**src/rtl/fault_flag_defines.svh**
```systemverilog
// fault flag bank constants: word layout, flag positions, reset values
// assumes the including file uses the numbered flag positions below
//
// Contract
// powerup memory check sets or clears corruption flag
// password violation sets flag until system table clear
// software error flag cleared by system table clear or by an application write of zero to the first word
// store error set on failure, cleared on success
// any fault sets; clears when both tables empty
// system entry sets; clears when system table empty
// io entry sets; clears when io table empty
// system nonempty flag follows system table occupancy
// io nonempty flag follows io table occupancy
// hardware fault sets; clears when both tables empty
// software fault sets; clears when both tables empty
// application may read and write every flag; a write to the nonempty flags lasts one cycle at most
// reserved positions read zero, writes ignored
`ifndef FAULT_FLAG_DEFINES_SVH
`define FAULT_FLAG_DEFINES_SVH

// ****************************************************************
// word geometry
// ****************************************************************
`define FLAG_WORD_BITS      16
`define FLAG_RESET_WORD     16'h0000

// ****************************************************************
// first status word, bit index = reference number minus one
// ****************************************************************
`define SB_CORRUPTED_MEMORY 9
`define SB_PASSWORD_VIOL    10
`define SB_CPU_SW_ERROR     12
`define SB_STORE_ERROR      13
`define SB_IMPL_MASK        16'h3600

// ****************************************************************
// second status word
// ****************************************************************
`define SC_ANY_FAULT        8
`define SC_SYS_LOGGED       9
`define SC_IO_LOGGED        10
`define SC_SYS_NONEMPTY     11
`define SC_IO_NONEMPTY      12
`define SC_HW_FAULT         13
`define SC_SW_FAULT         14
`define SC_IMPL_MASK        16'h7F00

`endif

```
**src/rtl/fault_flag_pkg.sv**
```systemverilog
// fault flag bank types: event bundle, write request, word selector
// assumes the defines header is compiled alongside
package fault_flag_pkg;

  // ****************************************************************
  // word selector for application access
  // ****************************************************************
  typedef enum logic {
    GROUP_SB,
    GROUP_SC
  } flag_group_e;

  typedef logic [15:0] flag_word_t;

  // ****************************************************************
  // application write request, one-cycle strobe
  // ****************************************************************
  typedef struct packed {
    logic        en;
    flag_group_e group;
    flag_word_t  data;
  } flag_write_s;

  // ****************************************************************
  // upstream fault events, each a one-cycle pulse
  // ****************************************************************
  typedef struct packed {
    logic password_violation;
    logic cpu_software_error;
    logic hardware_fault;
    logic software_fault;
    logic sys_entry_added;
    logic io_entry_added;
    logic sys_table_cleared;
  } fault_events_s;

  // ****************************************************************
  // check results: done strobes with their outcome levels
  // ****************************************************************
  typedef struct packed {
    logic powerup_check_done;
    logic powerup_memory_bad;
    logic store_done;
    logic store_ok;
  } check_results_s;

  // ****************************************************************
  // named view of the implemented flags
  // ****************************************************************
  typedef struct packed {
    logic corrupted_memory_flag;
    logic password_violation_flag;
    logic cpu_software_error_flag;
    logic store_error_flag;
    logic any_fault_flag;
    logic system_fault_logged_flag;
    logic io_fault_logged_flag;
    logic system_table_nonempty;
    logic io_table_nonempty;
    logic hardware_fault_flag;
    logic software_fault_flag;
  } status_flags_s;

endpackage

```
**src/rtl/fault_status_flag_bank.sv**
```systemverilog
// fault status flag bank: two 16-bit words of sticky fault flags
// assumes upstream event pulses and table levels are synchronous to clk
`timescale 1ns/1ps
`default_nettype none
`include "fault_flag_defines.svh"
module fault_status_flag_bank
  import fault_flag_pkg::*;
#(
  parameter int WORD_BITS = `FLAG_WORD_BITS
) (
  // clock and reset
  input  wire logic           clk,
  input  wire logic           rst,
  // upstream fault sources
  input  var  fault_events_s  events,
  input  var  check_results_s checks,
  // fault table occupancy levels
  input  wire logic           sys_table_has_entries,
  input  wire logic           io_table_has_entries,
  // application access
  input  var  flag_write_s    app_write,
  output flag_word_t          sb_word,
  output flag_word_t          sc_word,
  output status_flags_s       flags
);

  // ****************************************************************
  // layout
  // ****************************************************************
  localparam int TOTAL_BITS = 2 * WORD_BITS;
  localparam int SC_BASE    = WORD_BITS;
  localparam logic [31:0] IMPL_MASK = {`SC_IMPL_MASK, `SB_IMPL_MASK};

  logic [TOTAL_BITS-1:0] set_vec;
  logic [TOTAL_BITS-1:0] clr_vec;
  logic [TOTAL_BITS-1:0] wr_vec;
  logic [TOTAL_BITS-1:0] wr_data_vec;
  logic [TOTAL_BITS-1:0] flag_vec;

  // ****************************************************************
  // table occupancy
  // ****************************************************************
  logic [2:0] watch_in;
  logic [2:0] watch_q;
  logic [2:0] watch_emptied;
  logic       sys_nonempty;
  logic       io_nonempty;
  logic       sys_emptied;
  logic       io_emptied;
  logic       both_emptied;

  assign watch_in = {sys_table_has_entries | io_table_has_entries,
                     io_table_has_entries,
                     sys_table_has_entries};

  genvar w;
  generate
    for (w = 0; w < 3; w = w + 1) begin : g_watch
      table_watch u_watch (
        .clk        (clk),
        .rst        (rst),
        .nonempty   (watch_in[w]),
        .nonempty_q (watch_q[w]),
        .emptied    (watch_emptied[w])
      );
    end
  endgenerate

  assign sys_nonempty = watch_q[0];
  assign io_nonempty  = watch_q[1];
  assign sys_emptied  = watch_emptied[0];
  assign io_emptied   = watch_emptied[1];
  // pulse on the cycle the last remaining entry across both tables goes
  assign both_emptied = watch_emptied[2];

  // ****************************************************************
  // fault summary
  // ****************************************************************
  logic any_fault_event;

  // faults that never reach a table still count as a fault here
  assign any_fault_event = events.password_violation |
                           events.cpu_software_error |
                           events.hardware_fault |
                           events.software_fault |
                           events.sys_entry_added |
                           events.io_entry_added;

  // ****************************************************************
  // set and clear requests per flag
  // ****************************************************************
  always_comb begin
    set_vec = '0;
    clr_vec = '0;

    set_vec[`SB_CORRUPTED_MEMORY] = checks.powerup_check_done &
                                    checks.powerup_memory_bad;
    clr_vec[`SB_CORRUPTED_MEMORY] = checks.powerup_check_done &
                                    ~checks.powerup_memory_bad;

    set_vec[`SB_PASSWORD_VIOL] = events.password_violation;
    clr_vec[`SB_PASSWORD_VIOL] = events.sys_table_cleared;

    set_vec[`SB_CPU_SW_ERROR] = events.cpu_software_error;
    clr_vec[`SB_CPU_SW_ERROR] = events.sys_table_cleared;

    set_vec[`SB_STORE_ERROR] = checks.store_done & ~checks.store_ok;
    clr_vec[`SB_STORE_ERROR] = checks.store_done & checks.store_ok;

    set_vec[SC_BASE + `SC_ANY_FAULT] = any_fault_event;
    clr_vec[SC_BASE + `SC_ANY_FAULT] = both_emptied;

    set_vec[SC_BASE + `SC_SYS_LOGGED] = events.sys_entry_added;
    clr_vec[SC_BASE + `SC_SYS_LOGGED] = sys_emptied;

    set_vec[SC_BASE + `SC_IO_LOGGED] = events.io_entry_added;
    clr_vec[SC_BASE + `SC_IO_LOGGED] = io_emptied;

    // occupancy flags follow the level; a write lasts one cycle at most
    set_vec[SC_BASE + `SC_SYS_NONEMPTY] = sys_nonempty;
    clr_vec[SC_BASE + `SC_SYS_NONEMPTY] = ~sys_nonempty;

    set_vec[SC_BASE + `SC_IO_NONEMPTY] = io_nonempty;
    clr_vec[SC_BASE + `SC_IO_NONEMPTY] = ~io_nonempty;

    set_vec[SC_BASE + `SC_HW_FAULT] = events.hardware_fault;
    clr_vec[SC_BASE + `SC_HW_FAULT] = both_emptied;

    set_vec[SC_BASE + `SC_SW_FAULT] = events.software_fault;
    clr_vec[SC_BASE + `SC_SW_FAULT] = both_emptied;
  end

  // ****************************************************************
  // application write steering
  // ****************************************************************
  always_comb begin
    wr_vec      = '0;
    wr_data_vec = {app_write.data, app_write.data};
    if (app_write.en && app_write.group == GROUP_SB) begin
      wr_vec[WORD_BITS-1:0] = {WORD_BITS{1'b1}};
    end else if (app_write.en && app_write.group == GROUP_SC) begin
      wr_vec[TOTAL_BITS-1:SC_BASE] = {WORD_BITS{1'b1}};
    end
  end

  // ****************************************************************
  // flag storage, one cell per implemented position
  // ****************************************************************
  genvar b;
  generate
    for (b = 0; b < TOTAL_BITS; b = b + 1) begin : g_flag
      if (IMPL_MASK[b]) begin : g_impl
        flag_cell u_cell (
          .clk    (clk),
          .rst    (rst),
          .set    (set_vec[b]),
          .clr    (clr_vec[b]),
          .wr_en  (wr_vec[b]),
          .wr_val (wr_data_vec[b]),
          .q      (flag_vec[b])
        );
      end else begin : g_resv
        // reserved positions hold no state at all
        assign flag_vec[b] = 1'b0;
      end
    end
  endgenerate

  // ****************************************************************
  // read side
  // ****************************************************************
  assign sb_word = flag_vec[WORD_BITS-1:0] & `SB_IMPL_MASK;
  assign sc_word = flag_vec[TOTAL_BITS-1:SC_BASE] & `SC_IMPL_MASK;

  assign flags.corrupted_memory_flag    = sb_word[`SB_CORRUPTED_MEMORY];
  assign flags.password_violation_flag  = sb_word[`SB_PASSWORD_VIOL];
  assign flags.cpu_software_error_flag  = sb_word[`SB_CPU_SW_ERROR];
  assign flags.store_error_flag         = sb_word[`SB_STORE_ERROR];
  assign flags.any_fault_flag           = sc_word[`SC_ANY_FAULT];
  assign flags.system_fault_logged_flag = sc_word[`SC_SYS_LOGGED];
  assign flags.io_fault_logged_flag     = sc_word[`SC_IO_LOGGED];
  assign flags.system_table_nonempty    = sc_word[`SC_SYS_NONEMPTY];
  assign flags.io_table_nonempty        = sc_word[`SC_IO_NONEMPTY];
  assign flags.hardware_fault_flag      = sc_word[`SC_HW_FAULT];
  assign flags.software_fault_flag      = sc_word[`SC_SW_FAULT];

endmodule
`default_nettype wire

```
**src/rtl/flag_cell.sv**
```systemverilog
// one sticky status flag with set, application write and clear
// assumes set, clear and write are synchronous one-cycle requests
`timescale 1ns/1ps
`default_nettype none
module flag_cell (
  // clock and reset
  input  wire logic clk,
  input  wire logic rst,
  // requests
  input  wire logic set,
  input  wire logic clr,
  input  wire logic wr_en,
  input  wire logic wr_val,
  // state
  output logic      q
);

  logic flag_reg;
  logic flag_next;

  // set beats write beats clear, so no event is lost to a clear
  always_comb begin
    flag_next = flag_reg;
    if (set) begin
      flag_next = 1'b1;
    end else if (wr_en) begin
      flag_next = wr_val;
    end else if (clr) begin
      flag_next = 1'b0;
    end
  end

  always_ff @(posedge clk or posedge rst) begin
    if (rst) begin
      flag_reg <= 1'b0;
    end else begin
      flag_reg <= flag_next;
    end
  end

  assign q = flag_reg;

endmodule
`default_nettype wire

```
**src/rtl/table_watch.sv**
```systemverilog
// occupancy tracker for one fault table
// assumes nonempty is a synchronous level from the table logic
`timescale 1ns/1ps
`default_nettype none
module table_watch (
  // clock and reset
  input  wire logic clk,
  input  wire logic rst,
  // occupancy in
  input  wire logic nonempty,
  // occupancy out
  output logic      nonempty_q,
  output logic      emptied
);

  logic seen_reg;
  logic seen_next;

  // tables are taken as empty after reset, so no false emptied pulse
  always_comb begin
    seen_next = nonempty;
  end

  always_ff @(posedge clk or posedge rst) begin
    if (rst) begin
      seen_reg <= 1'b0;
    end else begin
      seen_reg <= seen_next;
    end
  end

  assign nonempty_q = seen_reg;
  assign emptied    = seen_reg & ~nonempty;

endmodule
`default_nettype wire

```
**config.mk**
```make
export PLATFORM = sky130hd
export DESIGN_NAME = fault_status_flag_bank
export DESIGN_NICKNAME = d
export VERILOG_FILES = /design/src/rtl/fault_flag_pkg.sv /design/src/rtl/fault_status_flag_bank.sv /design/src/rtl/flag_cell.sv /design/src/rtl/table_watch.sv
export VERILOG_INCLUDE_DIRS = /design/src /design/src/rtl
export SDC_FILE = /design/constraint.sdc
export NUM_CORES = 1
export LEC_CHECK = 0
export BUFFER_PORTS_ARGS = -buffer_cell sky130_fd_sc_hd__buf_2
export CAP_MARGIN = 40
export CORE_UTILIZATION = 40
export DETAILED_ROUTE_END_ITERATION = 7
export GPL_TIMING_DRIVEN = 1
export HOLD_SLACK_MARGIN = 0.1
export PLACE_DENSITY = 0.79
export SLEW_MARGIN = 0
export SYNTH_ARGS = -nofsm -noshare
export SYNTH_HDL_FRONTEND = slang
export SYNTH_SLANG_ARGS = --single-unit
```
**constraint.sdc**
```tcl
create_clock -name clk -period 2 [get_ports clk]
set_clock_uncertainty 0.2 [all_clocks]
set_input_delay 0.4 -clock clk [delete_from_list [all_inputs] [get_ports clk]]
set_output_delay 0.4 -clock clk [all_outputs]
set_load 0.03 [all_outputs]
```
; Word-level counts from Yosys, hierarchy flattened
; Index checks and enable logic that the tools add are counted.
[word_totals]
register_bits = 14
in_bits = 33
out_inout_bits = 43
elab_cells = 75
[classes]
mux = 31
bitwise = 19
n_reduce_logical = 11
[op_table]
columns = operator, count
row1 = 15-bit 2-to-1 mux, 2
row2 = 1-bit 2-to-1 mux, 28
row3 = 3-bit nonzero test, 9
row4 = 14-bit 2-to-1 mux, 1
row5 = 1-bit AND, 7
row6 = 1-bit inverter, 6
row7 = 1-bit OR, 6
row8 = 1-bit logical AND, 2

; Logic depth before layout (Yosys ltp)
[logic_depth]
ltp_word = 6
mapped_depth = 4
depth_no_buf = 3

; Modules after synthesis
; A second synthesis with hierarchy kept.
[unflattened]
hier_cells = 98
hier_area_um2 = 904.6
[by_module_without_submodules]
columns = module, instances, cells_each, area_per_inst_um2, seq_area_each_um2
row1 = flag_cell, 11, 4, 42.5, 25.0
row2 = fault_status_flag_bank, 1, 45, 309.0, 0.0
row3 = table_watch, 3, 3, 42.5, 25.0

; Least setup slack after synthesis
; No wires, ideal clock.
[synth_timing]
kind = input -> register
startpoint = input port app_write[16] in the netlist's numbering
endpoint = register g_flag[24].g_impl.u_cell.flag_reg
arrival_ns = 0.993
t_required_ns = 1.674
setup_slack_ns = 0.681
cell_stages = 3
path_buffers = 1
cell_sequence = and2_1 > buf_6 > a221o_1
[synth_via]
elab_chain_len = 5
elab_cells_between_ends = 8
classes_between = 4 x mux / 1 x bitwise / 3 x reduce/logical
[synth_lines]
columns = item, line
row1 = start: declaration, fault_status_flag_bank.sv:21  ; input var flag_write_s app_write,
row2 = 1-bit logical AND / 1-bit inverter (equally long branches), "fault_status_flag_bank.sv:141, fault_status_flag_bank.sv:139"
row3 = 15-bit 2-to-1 mux / 1-bit logical AND (equally long branches), "fault_status_flag_bank.sv:141, fault_status_flag_bank.sv:139"
row4 = 15-bit 2-to-1 mux *, fault_status_flag_bank.sv:139  ; if (app_write.en && app_write.group == GROUP_SB) begin
row5 = 1-bit 2-to-1 mux, flag_cell.sv:26  ; end else if (wr_en) begin
row6 = 1-bit 2-to-1 mux, flag_cell.sv:24  ; if (set) begin
row7 = end signal: assignment, flag_cell.sv:37  ; flag_reg <= flag_next;
row8 = end: declaration, flag_cell.sv:18  ; logic flag_reg;
; Every way passes the cells marked *; elsewhere a longest branch is shown, timed or not.
; A chain may end at the register's enable or synchronous reset.

; Worst setup path after layout
[layout_timing]
startpoint = input port io_table_has_entries
endpoint = register g_flag[29].g_impl.u_cell.flag_reg
[layout_via]
elab_chain_len = 4
[layout_lines]
columns = item, line
row1 = start: declaration, fault_status_flag_bank.sv:19  ; input wire logic io_table_has_entries,
row2 = 1-bit OR, fault_status_flag_bank.sv:52  ; assign watch_in = {sys_table_has_entries | io_table_has_entries,
row3 = 1-bit inverter, table_watch.sv:33  ; assign emptied = seen_reg & ~nonempty;
row4 = 1-bit AND, table_watch.sv:33
row5 = 3-bit nonzero test (no line), --
row6 = end signal: assignment, flag_cell.sv:37
row7 = end: declaration, flag_cell.sv:18
; Every way passes these cells.

==> impl_metrics.env <==
export IMPL_gp_congestion=0.735
export IMPL_antenna_found_initial=0
export IMPL_netlist_area_um2=893
export IMPL_num_rows=16
export IMPL_die_h_um=49.3
export IMPL_num_vias=609
export IMPL_antenna_left=0
export IMPL_detail_route_wl_per_cell_um=10.0
export IMPL_numPortBuffers=45
export IMPL_drc=0
export IMPL_cts_resized=0
export IMPL_power_density_nw_per_um2=771
export IMPL_stdcell_count=147
export IMPL_clock_root_buffer="clkbuf_4"
export IMPL_initial_utilization_pct=44.2
export IMPL_detail_route_iter0_violations=6
export IMPL_path_buf_inv=2
export IMPL_setup_viol=0
export IMPL_p_sw_share_pct=35.6
export IMPL_routed_wl_um=1480
export IMPL_grt_ovfl_total=0
export IMPL_hp_class="input port to flip-flop"
export IMPL_rsz0062_at_grt="no"
export IMPL_synthCells=93
export IMPL_fp_coreArea_um2=2020
export IMPL_drv_slew=0
export IMPL_rrSetupSlack_ps=870
export IMPL_postLayoutCoreUtil_pct=47.2
export IMPL_dieArea_um2=2430
export IMPL_cts_max_level=1
export IMPL_grt_max_degree=15
export IMPL_internal_power_mw=0.474
export IMPL_viasPerCell=4.14
export IMPL_pre_cts_ws_ps=351
export IMPL_cp_required_ps=1950
export IMPL_yosys_warnings=0
export IMPL_firstDrtPassIters=3
export IMPL_fin_crit_ps=1710
export IMPL_dieWidth_um=49.3
export IMPL_reg2reg_depth=2
export IMPL_cts_inserted_buffers=3
export IMPL_clock_latency_ps=270
export IMPL_nets=154
export IMPL_clockBufferDepth=2
export IMPL_sequentialPowerShare_pct=42.7
export IMPL_dp_cells=140
export IMPL_synth_area_leaders="dfrtp_1 (39%), buf_4 (36%), a221o_1 (5.6%)"
export IMPL_worst_pin_slew_ps=521
export IMPL_hold_depth=3
export IMPL_power_frac_comb_pct=31.0
export IMPL_critical_path_slowest_cell="dlygate4sd3_1"
export IMPL_hold_violations=0
export IMPL_path_clk_slew_ps=80
export IMPL_grt_pass1_vias=525
export IMPL_hold_end="g_flag[27].g_impl.u_cell.q$_DFF_PP0_"
export IMPL_dpl_instance_area_um2=888
export IMPL_hold_slack_ps=129
export IMPL_setup_tns_ps=0
export IMPL_synthDistinctLibCells=17
export IMPL_endpoint_kind="flip-flop"
export IMPL_setup_worst_path_class="input port to flip-flop"
export IMPL_cts_sinks=14
export IMPL_worstPathArrival_ps=1660
export IMPL_rr_startpoint="g_flag[13].g_impl.u_cell.q$_DFFE_PP0P_"
export IMPL_top_level_ports=76
export IMPL_finalInstanceArea_um2=955
export IMPL_max_freq_ghz=0.586
export IMPL_slowest_delay_ps=530
export IMPL_drive_above_1_share_pct=41.7
export IMPL_cap_violations=0
export IMPL_p_clk_share_pct=26.4
export IMPL_yosys_area_top_type="dfrtp_1"
export IMPL_path_delay_family="buffers and inverters"
export IMPL_cp_max_fo=3
export IMPL_worstSetupStartpointType="input port"
export IMPL_crit_chain="dlygate4sd3_1, buf_2, nor2_1, a21oi_2, a221o_1"
export IMPL_fin_ws_ps=294
export IMPL_vdd_ir_drop_max_mv=0.286
export IMPL_run_status="completed"
export IMPL_synth_top_area_share_pct=39.2
export IMPL_synth_seq_area_share_pct=39.2
export IMPL_min_delay_start="app_write[11]"
export IMPL_cts_tree="done"
export IMPL_dp_hpwl_um=1210
export IMPL_grt_first_pass_wirelength_um=2230
export IMPL_num_antenna_cells=0
export IMPL_synth_seq_cells=14
export IMPL_p_sw_mw=0.262
export IMPL_syn_area_per_cell_um2=9.61
export IMPL_p_total_mw=0.736
export IMPL_grtUsageTotal_pct=12.4
export IMPL_period_share_pct=85.3
export IMPL_area_growth_pct=6.86
export IMPL_slew_limit_headroom_pct=65.2
export IMPL_p_leak_nw=0.499
export IMPL_rr_endpoint="g_flag[13].g_impl.u_cell.q$_DFFE_PP0P_"
==> sequential cells by signal, indices dropped and copies added (netlist names) <==
signal / cells
g_watch.u_watch.nonempty_q: 3
g_flag.g_impl.u_cell.q: 11
==> worst max path at each step <==
stage / cells after the start / start / slack (ps) / to
after floorplan: 3 / app_write[16] / 680 / g_flag[24].g_impl.u_cell.q$_DFFE_PP0P_
after global placement: 4 / app_write[16] / 400 / g_flag[10].g_impl.u_cell.q$_DFFE_PP0P_
after detailed placement: 4 / app_write[16] / 350 / g_flag[12].g_impl.u_cell.q$_DFFE_PP0P_
after CTS: 5 / io_table_has_entries / 300 / g_flag[30].g_impl.u_cell.q$_DFFE_PP0P_
after global routing: 5 / sys_table_has_entries / 280 / g_flag[30].g_impl.u_cell.q$_DFFE_PP0P_
final: 5 / io_table_has_entries / 290 / g_flag[29].g_impl.u_cell.q$_DFFE_PP0P_
==> metal layers <==
layer	share of wire, %	wire length [um]	up-vias	track usage, %
li1	-	-	296	-
met1	42	621	270	13.9
met2	47	690	43	21.5
met3	11	164	0	4.36
met4	0	0	0	4.41
met5	0	0	-	0
==> power groups by stage <==
stage               Sequential [mW]  Clock (mW)  Combinational, mW
floorplan                     0.318           0              0.241
global placement              0.318           0              0.222
detailed placement            0.320           0              0.224
CTS                           0.314       0.200              0.229
global route                  0.316       0.217              0.242
finish                        0.314       0.194              0.228
==> synthesized netlist by cell type <==
library cell / instances
nor4_1: 1
buf_2: 1
a21oi_1: 2
a221o_1: 5
nor3b_1: 4
and2_1: 1
buf_6: 1
conb_1: 1
nand2_1: 5
a21oi_2: 1
dfrtp_1: 14
nor2_1: 2
buf_4: 43
nor2b_1: 1
a211o_1: 2
o21ai_0: 4
inv_1: 5
==> cell usage in the layout (no fill, tap or decap), drive strengths merged <==
cell type	instances
dlygate4sd3	3
dfrtp	14
buf	45
nand2	5
o21ai	4
inv	5
and2	1
a211o	2
nor2	2
nor3b	4
clkbuf	4
a21oi	3
nor2b	1
a221o	5
nor4	1
conb	21
==> cell families (layout without fill, tap and decap cells) <==
kind of cell           Yosys count  count (layout)  synth area share, %
buffers and inverters           50              57                 40.1
AO/OA/AOI/OAI                   14              14                 11.9
flip-flops                      14              14                 39.2
AND/OR/NAND/NOR                 14              14                 8.41
other                            1              21                0.420
==> worst reg2reg max path: stages, from the launching register on <==
cell	delay, ps
dfrtp_1	390
nor3b_1	140
a221o_1	280
==> cell type report <==
cell class,instances,area [um^2]
fill,221,1070
sequential,14,350
multi-input combinational,49,260
timing repair buffer,48,255
clock buffer,4,36.3
tap,27,33.8
inverter,5,18.8
==> timing repair <==
action | CTS | global route
hold buffers | 3 | 0
buffers inserted | 0 | 0
endpoints found under the hold margin | 16 | 0
endpoints found under the setup margin | 0 | 0
(Power assumes the default switching activity.)
